File: config.mk
export PLATFORM = sky130hd
export DESIGN_NAME = nvm_cfg_device_flat
export DESIGN_NICKNAME = d
export VERILOG_FILES = /design/src/nvm_cfg_pkg.sv /design/src/nvm_link_if.sv /design/src/nvm_cfg_device.sv /design/src/flat_wrapper.sv
export SDC_FILE = /design/constraint.sdc
export NUM_CORES = 2
export LEC_CHECK = 0
export ABC_AREA = 0
export BUFFER_PORTS_ARGS = -buffer_cell sky130_fd_sc_hd__buf_2
export CAP_MARGIN = 10
export CORE_MARGIN = 4
export CORE_UTILIZATION = 50
export CTS_BUF_LIST = sky130_fd_sc_hd__clkbuf_4
export DETAILED_ROUTE_END_ITERATION = 8
export PLACE_DENSITY = 0.69
export RECOVER_POWER = 25
export SLEW_MARGIN = 20
export SYNTH_ARGS = -nofsm -noshare
export SYNTH_HDL_FRONTEND = slang
export SYNTH_SLANG_ARGS = --single-unit
File: constraint.sdc
create_clock -name clk_i -period 5.55 [get_ports clk_i]
set_clock_uncertainty 0.05 [all_clocks]
set_input_delay 0.555 -clock clk_i [delete_from_list [all_inputs] [get_ports clk_i]]
set_output_delay 0.555 -clock clk_i [all_outputs]
set_load 0.02 [all_outputs]
File: src/nvm_cfg_pkg.sv
/*
 * Shared constants for the configuration store link: register map,
 * command keys, store geometry and the completion wait.
 * Assumes a 250 MHz system clock on both ends.
 */
package nvm_cfg_pkg;
  // ****************************************************************
  // Store geometry
  // ****************************************************************
  localparam int ROWS        = 16;
  localparam int ROW_BITS    = 64;
  localparam int WORD_BITS   = 32;
  localparam int WORDS       = ROWS * ROW_BITS / WORD_BITS;
  localparam int NUM_MIRROR  = 24;
  localparam int SPEED_REGS  = 6;
  localparam int ADDR_BITS   = 12;
  localparam int ADDR_STEP   = 2;
  // ****************************************************************
  // Link address map (16-bit locations)
  // ****************************************************************
  localparam logic [11:0] RESYNC_REVERSE_DRIVE_CFG = 12'h080;
  localparam logic [11:0] REVERSE_DRIVE_BRAKE_CFG  = 12'h082;
  localparam logic [11:0] STARTUP_CFG_A            = 12'h084;
  localparam logic [11:0] STARTUP_CFG_B            = 12'h086;
  localparam logic [11:0] CONTROL_LOOP_CFG_A       = 12'h088;
  localparam logic [11:0] CONTROL_LOOP_CFG_B       = 12'h08A;
  localparam logic [11:0] CONTROL_LOOP_CFG_C       = 12'h08C;
  localparam logic [11:0] CONTROL_LOOP_CFG_D       = 12'h08E;
  localparam logic [11:0] PROTECTION_CFG_A         = 12'h090;
  localparam logic [11:0] PROTECTION_CFG_B         = 12'h092;
  localparam logic [11:0] SPEED_CURVE_CFG_1        = 12'h094;
  localparam logic [11:0] SPEED_CURVE_CFG_6        = 12'h09E;
  localparam logic [11:0] MISC_ALGORITHM_CFG_A     = 12'h0A0;
  localparam logic [11:0] MISC_ALGORITHM_CFG_B     = 12'h0A2;
  localparam logic [11:0] PIN_FUNCTION_CFG         = 12'h0A4;
  localparam logic [11:0] CHIP_CFG_A               = 12'h0A6;
  localparam logic [11:0] CHIP_CFG_B               = 12'h0A8;
  localparam logic [11:0] PERIPHERAL_CFG           = 12'h0AA;
  localparam logic [11:0] GATE_DRIVE_CFG_A         = 12'h0AC;
  localparam logic [11:0] GATE_DRIVE_CFG_B         = 12'h0AE;
  localparam logic [11:0] MIRROR_FIRST             = RESYNC_REVERSE_DRIVE_CFG;
  localparam logic [11:0] MIRROR_LAST              = GATE_DRIVE_CFG_B;
  localparam logic [11:0] NVM_COMMAND              = 12'h0EA;
  // ****************************************************************
  // Command keys
  // ****************************************************************
  localparam logic [31:0] KEY_COMMIT = 32'h8A50_0000;
  localparam logic [31:0] KEY_LOAD   = 32'h4000_0000;
  // ****************************************************************
  // Timing
  // ****************************************************************
  localparam int CLK_MHZ      = 250;
  localparam int OP_TIME_MS   = 100;
  localparam int OP_CYCLES    = OP_TIME_MS * 1000 * CLK_MHZ;
  // ****************************************************************
  // Controller Wishbone map (byte addresses) and fields
  // ****************************************************************
  localparam logic [7:0] CTL_ADDR   = 8'h00;
  localparam logic [7:0] CTL_WDATA  = 8'h04;
  localparam logic [7:0] CTL_GO     = 8'h08;
  localparam logic [7:0] CTL_STATUS = 8'h0C;
  localparam logic [7:0] CTL_RDATA  = 8'h10;
  localparam int GO_START    = 0;
  localparam int GO_WRITE    = 1;
  localparam int ST_BUSY     = 0;
  localparam int ST_ERR      = 1;
  localparam int ST_REFUSED  = 2;
  localparam int ST_HOLD     = 3;
endpackage

File: src/nvm_link_if.sv
/*
 * Word link between the configuration store and its controller.
 * Assumes one shared clock; request is a level, answer a pulse.
 */
`timescale 1ns/100ps
interface nvm_link_if;
  logic        req;
  logic        we;
  logic [11:0] addr;
  logic [31:0] wdata;
  logic        ack;
  logic        err;
  logic [31:0] rdata;

  modport dev (input req, we, addr, wdata, output ack, err, rdata);
  modport host (output req, we, addr, wdata, input ack, err, rdata);
endinterface
File: src/nvm_cfg_device.sv
/*
 * Configuration store end: mirror registers, command register and a
 * 1024-bit store with row erase and word program/read.
 * Assumes the controller holds a request until it sees the answer.
 */
// The Wishbone slave port was left to the implementer.
// What this block and its controller do
// - Store 1024 bits as 16 rows of 64
// - Erase clears one whole row at once
// - Program and read in 32-bit words
// - Link writes and reads; never an erase command
// - Mirror registers span 0x080 to 0x0AE
// - Commit and load only while motor stopped
// - Commit key copies all mirrors into store
// - Controller waits 100 ms after commit
// - Controller finishes mirror writes before commit
// - Six speed curve mirrors start at 0x094
// - Load key refreshes mirrors; wait 100 ms
// - Each address is 16 bits; words step 2
`timescale 1ns/100ps
module nvm_cfg_device #(
  parameter int OP_CYCLES = nvm_cfg_pkg::OP_CYCLES
) (
  // Clock and reset
  input  wire logic                     clk_i,
  input  wire logic                     rst_i,
  // Link to the controller
  nvm_link_if.dev                       link,
  // Motor state pin
  input  wire logic                     motor_spinning_i,
  // Configuration and status towards the motor logic
  output logic [24*32-1:0]              cfg_o,
  output logic [6*32-1:0]               speed_curve_o,
  output logic                          nvm_busy_o,
  output logic                          op_refused_o
);
  localparam int NM = nvm_cfg_pkg::NUM_MIRROR;
  localparam logic [4:0] LAST_W = 5'(NM - 1);
  localparam logic [4:0] SPEED_W = 5'((nvm_cfg_pkg::SPEED_CURVE_CFG_1
                                       - nvm_cfg_pkg::MIRROR_FIRST) / 2);

  typedef enum logic [2:0] {st_idle, st_erase, st_prog, st_load, st_wait} nvm_state_t;

  // ****************************************************************
  // Address decode
  // ****************************************************************
  function automatic logic mirror_hit(input logic [11:0] a);
    mirror_hit = (a >= nvm_cfg_pkg::MIRROR_FIRST) && (a <= nvm_cfg_pkg::MIRROR_LAST)
                 && (a[0] == 1'b0);
  endfunction

  function automatic logic [4:0] mirror_index(input logic [11:0] a);
    logic [11:0] d;
    d = a - nvm_cfg_pkg::MIRROR_FIRST;
    mirror_index = d[5:1];
  endfunction

  logic [31:0] mirror [NM];
  logic [31:0] store  [nvm_cfg_pkg::WORDS];
  logic [31:0] command;
  nvm_state_t  state;
  logic [4:0]  word;
  logic [31:0] wait_cnt;
  logic        spin_meta;
  logic        spin_q;
  logic        ack_q;
  logic        err_q;
  logic [31:0] rdata_q;

  logic        take;
  logic        busy;
  logic        is_cmd;
  logic        hit;
  logic [4:0]  idx;
  logic        is_key;
  logic        start_commit;
  logic        start_load;
  logic        bad;

  assign take   = link.req && !ack_q;
  assign busy   = state != st_idle;
  assign is_cmd = link.addr == nvm_cfg_pkg::NVM_COMMAND;
  assign hit    = mirror_hit(link.addr);
  assign idx    = mirror_index(link.addr);
  assign is_key = (link.wdata == nvm_cfg_pkg::KEY_COMMIT)
                  || (link.wdata == nvm_cfg_pkg::KEY_LOAD);
  assign start_commit = take && link.we && is_cmd && !busy && !spin_q
                        && link.wdata == nvm_cfg_pkg::KEY_COMMIT;
  assign start_load   = take && link.we && is_cmd && !busy && !spin_q
                        && link.wdata == nvm_cfg_pkg::KEY_LOAD;
  // Writes while busy are turned away so the copy sees a stable image
  assign bad = (!hit && !is_cmd) || (link.we && busy)
               || (link.we && is_cmd && is_key && spin_q);

  assign link.ack   = ack_q;
  assign link.err   = err_q;
  assign link.rdata = rdata_q;

  // ****************************************************************
  // Motor state synchroniser
  // ****************************************************************
  always_ff @(posedge clk_i) begin
    if (rst_i) begin
      spin_meta <= 1'b0;
      spin_q    <= 1'b0;
    end else begin
      spin_meta <= motor_spinning_i;
      spin_q    <= spin_meta;
    end
  end

  // ****************************************************************
  // Link answer
  // ****************************************************************
  always_ff @(posedge clk_i) begin
    if (rst_i) begin
      ack_q   <= 1'b0;
      err_q   <= 1'b0;
      rdata_q <= 32'h0000_0000;
    end else begin
      ack_q <= take;
      if (take) begin
        err_q <= bad;
        if (link.we || bad) begin
          rdata_q <= 32'h0000_0000;
        end else if (is_cmd) begin
          rdata_q <= command;
        end else begin
          rdata_q <= mirror[idx];
        end
      end
    end
  end

  // ****************************************************************
  // Command register
  // ****************************************************************
  // Reads back the key while an operation runs, zero once it is done.
  // Any other value is kept but starts nothing: there is no erase key.
  always_ff @(posedge clk_i) begin
    if (rst_i) begin
      command <= 32'h0000_0000;
    end else if (take && link.we && is_cmd && !bad && !busy) begin
      command <= link.wdata;
    end else if (state == st_wait && wait_cnt == 32'(OP_CYCLES - 1)) begin
      command <= 32'h0000_0000;
    end
  end

  // ****************************************************************
  // Mirror registers
  // ****************************************************************
  always_ff @(posedge clk_i) begin
    if (rst_i) begin
      for (int i = 0; i < NM; i++) begin
        mirror[i] <= 32'h0000_0000;
      end
    end else if (take && link.we && hit && !busy) begin
      mirror[idx] <= link.wdata;
    end else if (state == st_load) begin
      mirror[word] <= store[word];
    end
  end

  // ****************************************************************
  // Store array
  // ****************************************************************
  // Not reset: the contents must survive a reset of the logic
  always_ff @(posedge clk_i) begin
    if (state == st_erase) begin
      store[{word[4:1], 1'b0}] <= 32'h0000_0000;
      store[{word[4:1], 1'b1}] <= 32'h0000_0000;
    end else if (state == st_prog) begin
      store[word] <= mirror[word];
    end
  end

  // ****************************************************************
  // Operation sequencer
  // ****************************************************************
  always_ff @(posedge clk_i) begin
    if (rst_i) begin
      state    <= st_idle;
      word     <= 5'h00;
      wait_cnt <= 32'h0000_0000;
    end else begin
      case (state)
        st_idle: begin
          word     <= 5'h00;
          wait_cnt <= 32'h0000_0000;
          if (start_commit) begin
            state <= st_erase;
          end else if (start_load) begin
            state <= st_load;
          end
        end
        st_erase: begin
          state <= st_prog;
        end
        st_prog: begin
          if (word == LAST_W) begin
            state <= st_wait;
          end else begin
            word  <= word + 5'h01;
            state <= word[0] ? st_erase : st_prog;
          end
        end
        st_load: begin
          if (word == LAST_W) begin
            state <= st_wait;
          end else begin
            word <= word + 5'h01;
          end
        end
        st_wait: begin
          // Busy for the full completion time, as the cell would be
          if (wait_cnt == 32'(OP_CYCLES - 1)) begin
            state <= st_idle;
          end else begin
            wait_cnt <= wait_cnt + 32'h0000_0001;
          end
        end
        default: begin
          state <= st_idle;
        end
      endcase
    end
  end

  // ****************************************************************
  // Status outputs
  // ****************************************************************
  always_ff @(posedge clk_i) begin
    if (rst_i) begin
      nvm_busy_o   <= 1'b0;
      op_refused_o <= 1'b0;
    end else begin
      nvm_busy_o   <= busy || start_commit || start_load;
      op_refused_o <= take && link.we && is_cmd && is_key && spin_q;
    end
  end

  generate
    for (genvar g = 0; g < NM; g++) begin : g_cfg
      assign cfg_o[g*32 +: 32] = mirror[g];
    end
    for (genvar s = 0; s < nvm_cfg_pkg::SPEED_REGS; s++) begin : g_speed
      assign speed_curve_o[s*32 +: 32] = mirror[SPEED_W + 5'(s)];
    end
  endgenerate
endmodule

File: src/flat_wrapper.sv
// flat-port wrapper written by rule: the top's interface ports become plain ports
module nvm_cfg_device_flat 
#(
  parameter int OP_CYCLES = nvm_cfg_pkg::OP_CYCLES
)
  (clk_i, rst_i, motor_spinning_i, cfg_o, speed_curve_o, nvm_busy_o, op_refused_o, link_req, link_we, link_addr, link_wdata, link_ack, link_err, link_rdata);
  nvm_link_if link_i ();
  input  wire logic clk_i;
  input  wire logic rst_i;
  input  wire logic motor_spinning_i;
  output logic [24*32-1:0] cfg_o;
  output logic [6*32-1:0] speed_curve_o;
  output logic nvm_busy_o;
  output logic op_refused_o;
  input wire logic [$bits(link_i.req)-1:0] link_req;
  input wire logic [$bits(link_i.we)-1:0] link_we;
  input wire logic [$bits(link_i.addr)-1:0] link_addr;
  input wire logic [$bits(link_i.wdata)-1:0] link_wdata;
  output wire logic [$bits(link_i.ack)-1:0] link_ack;
  output wire logic [$bits(link_i.err)-1:0] link_err;
  output wire logic [$bits(link_i.rdata)-1:0] link_rdata;
  assign link_i.req = link_req;
  assign link_i.we = link_we;
  assign link_i.addr = link_addr;
  assign link_i.wdata = link_wdata;
  assign link_ack = link_i.ack;
  assign link_err = link_i.err;
  assign link_rdata = link_i.rdata;
  nvm_cfg_device #(.OP_CYCLES(OP_CYCLES)) u_core (.clk_i(clk_i), .rst_i(rst_i), .link(link_i), .motor_spinning_i(motor_spinning_i), .cfg_o(cfg_o), .speed_curve_o(speed_curve_o), .nvm_busy_o(nvm_busy_o), .op_refused_o(op_refused_o));
endmodule
==> summary.txt <==
===========================================================================================
Status                                                                         finished with violations
Violations in the final reports                                                max-capacitance violations, max-slew violations
Critical path's largest stage delay                                                 0.97 ns
Time the worst path needs with I/O delays and setup                                4.713 ns
First-pass DRT Iterations                                                                 9
Netlist cell types                                                                       85
H-tree levels                                                                             6
Switching Fraction                                                                   25.69%
Net switching power figure                                                          8823 uW
Antenna violations before repair                                                         52
Vertical extent of the die                                                         464.8 um
Number of buffers created by CTS                                                        581
DIE AREA                                                                        216100 um^2
Port bufs                                                                              1044
Type of the worst setup path                                                   register to register
Core footprint                                                                  207300 um^2
Count of flip-flops with a built-in enable after synthesis                             2048
Part of the Yosys area used for sequential elements                                  61.14%
Cts-stage hold buffer count                                                             101
GR Util All Layers                                                                   44.05%
Overall overflow remaining after global route                                             0
Fraction of registers with async set or reset after synthesis                            0%
Drt total wl                                                                      489300 um
Actual transition at the worst max-transition pin                                  2.917 ns
Share of post-route cells with drive strength above 1                                25.54%
Fraction of post-synthesis cell area in the top cell type by area                    58.94%
Power density over the cells                                                   290.5 nW/um^2
Fillcell total                                                                        17142
Hold Crit Class                                                                primary input to register
Post-CTS Setup Inserts                                                                    0
Net count, final                                                                       8591
Worst setup EP type                                                                register
Cell taking the most area after synthesis                                          edfxtp_1
Data arrival time at the worst-slack endpoint                                       5.66 ns
Synthesis-stage register bit count                                                     2163
Clock latency reported for the late side of the worst-skew pair                     1.44 ns
Number of slew-limit violations in the final report                                     434
Global route hottest layer                                                             met2
FP Rows                                                                                 167
DRC violation count after routing                                                         0
Worst-path cell chain                                                          nor3_1, nand4b_1, o21a_1, nor2_1, buf_4
Predominant post-synthesis flop cell                                               edfxtp_1
Final ANT Viol Nets                                                                       0
Met1 GRT Util                                                                        52.57%
Fmax                                                                              212.2 MHz
Most area-consuming cells after synthesis                                      edfxtp_1 (59%), mux4_2 (14%), nor2_1 (4.7%), nor3_1 (3.6%), mux2i_1 (3.4%)
Routability-driven placement congestion ratio                                         1.066
Area added between synthesis and finish                                              13.28%
Fraction of power consumed by the clock network                                       40.3%
Max-capacitance violation count                                                          20
Final setup violating endpoints                                                           0
Final Hold Violating Endpoints                                                            0
Clock Pin Slew Worst Setup and Hold Paths                                           0.07 ns
Number of cells upsized or downsized after cts                                            0
Leading cell type by number of instances after synthesis                           edfxtp_1
Slowest cell on the critical path                                                    nor3_1
Number of design-rule violations left by the first detailed-router iteration          15984
Peak supply drop                                                                0.0002431 V
Num Clock Sinks                                                                        2163
Cell types with the highest counts after synthesis                             edfxtp_1 (2048), nor2_1 (1318), nor3_1 (751)
Synthesized netlist net count                                                          7488
Leak                                                                             0.03900 uW
Share of power burned in registers                                                    53.2%
Width of the die                                                                   464.8 um
Post-synthesis cell count                                                              7434
TNS Setup                                                                              0 ns
Final period utilization                                                             84.92%
Placed wire-length estimate after detailed placement                              342300 um
Synth Warn #                                                                              0
Mean Syn Cell Area                                                               14.04 um^2
Synthesized cell area                                                           104300 um^2
Met2 GRT Util                                                                        61.35%
Biggest fanout along the worst timing path                                               26
Maximum number of pins on one net before global-route repair                             97
Required time of the critical path                                                  6.50 ns
Worst setup SP type                                                                register
Cell at the root of the clock tree                                                 clkbuf_4
RSZ-0062 raised after global routing                                                  false
Via count of the first global-routing pass                                            76824
Max Buffers Root-to-Sink                                                                  4
Average wire per standard cell                                                     41.71 um
Worst slew margin relative to its limit                                             -94.44%
TritonCTS clock tree                                                                    yes
Global routing met3 resource utilization                                             22.78%
Proportion of power drawn by combinational gates                                       6.5%
Internal power component                                                           25520 uW
Io pins                                                                                1045
Initial Utilization                                                                  50.34%
Vias per Instance                                                                     7.066
Final hold slack                                                                  0.1412 ns
Detailed-route via count                                                              82889
Global-route wire length before repair                                            653500 um
===========================================================================================
cells by family after synthesis:
logic type | Yosys count | synth area share (%)
AND/OR/NAND/NOR | 2673 | 11.48
flip-flops | 2163 | 61.14
multiplexers | 1056 | 17.93
buffers and inverters | 931 | 4.752
AO/OA/AOI/OAI | 592 | 4.516
XOR/XNOR | 14 | 0.1175
adder cells (fa/ha/maj) | 5 | 0.05995
flip-flops by register name (all words and copies together), names as in the netlist, named ones only:
name                 cells
u_core.link.rdata       32
u_core.command          32
u_core.store          1024
u_core.wait_cnt         32
u_core.nvm_busy_o        1
u_core.link.err          1
u_core.op_refused_o      1
u_core.spin_meta         1
u_core.mirror         1024
u_core.link.ack          1
u_core.state             3
u_core.spin_q            1
u_core.word              5
stage by stage:
step	instances	setup slack [ns]	util, %	total power [uW]	area [um^2]
after detailed placement	10638	1.229	53.78	20670	111500
after floorplan	7434	1.728	-	19580	104300
final	11731	0.8369	57.03	34340	118200
after global placement	10638	1.398	53.78	20660	111500
after CTS	11697	1.312	57.58	34130	119400
after global routing	11707	0.8296	57.00	35160	118100
layer usage:
| layer | vias to the layer above | part of all wire, % | routed length, um |
|---|---|---|---|
| met5 | - | 0.053 | 261 |
| li1 | 30914 | - | - |
| met1 | 40963 | 31 | 150600 |
| met2 | 9137 | 41 | 200300 |
| met3 | 1835 | 19 | 91600 |
| met4 | 40 | 9.5 | 46580 |
cells in the final DEF, fill, tap and decap left out, types with 30 or more instances in the layout:
cell / Yosys / routed
a211oi_1: 36 / 36
a21oi_1: 36 / 36
a221o_1: 43 / 43
a22o_1: 70 / 70
a22oi_1: 70 / 70
a2bb2oi_1: 31 / 31
a31oi_1: 37 / 35
buf_2: 228 / 167
buf_4: 275 / 261
clkbuf_1: 358 / 883
clkbuf_4: 0 / 850
clkinv_1: 1 / 80
dfxtp_1: 115 / 110
diode_2: 0 / 31
dlygate4sd3_1: 0 / 101
edfxtp_1: 2048 / 2048
mux2_2: 54 / 54
mux2i_1: 357 / 356
mux4_2: 645 / 645
nand2_1: 243 / 220
nand2_2: 13 / 36
nand2b_1: 108 / 76
nand2b_2: 0 / 30
nand3_1: 32 / 32
nor2_1: 1318 / 1266
nor2_2: 20 / 50
nor2b_1: 40 / 33
nor3_1: 751 / 751
o2111ai_1: 31 / 31
o21ai_0: 52 / 52
o22ai_1: 60 / 60
o2bb2ai_1: 31 / 31
final cells by class:
type	instances	area, um^2	area share [%]
clock inverter	108	478.0	0.4043
sequential	2163	63820	53.99
inverter	12	45.04	0.03811
antenna	31	77.57	0.06563
tap	2788	3488	2.951
timing repair buffer	1439	7667	6.486
multi-input combinational	4340	36250	30.67
clock buffer	850	6381	5.398
power groups by stage:
stage	Clock, uW	Sequential [uW]	Combinational (uW)
6_report	13800	18300	2240
3_3_place_gp	0	18600	2100
3_5_place_dp	0	18600	2110
5_1_grt	14700	18200	2230
2_1_floorplan	0	18600	963
4_1_cts	13700	18200	2170
critical path: cells and delay by family, from the launching register on:
kind | cells | cell delay, ns
buffers and inverters | 1 | 0.61
AND/OR/NAND/NOR | 3 | 2.42
flip-flops | 1 | 0.42
AO/OA/AOI/OAI | 1 | 0.73
final timing paths:
kind,start,end,slack [ns],cells past startpoint
worst max-delay path,u_core.state[0],u_core.mirror[26][7],0.84,5
worst min-delay path,link_wdata[3],u_core.command[3],0.14,4
worst max register to register,u_core.state[0],u_core.mirror[26][7],0.84,5
worst min register to register,u_core.command[7],u_core.command[7],0.41,2
(Power assumes the default switching activity.)
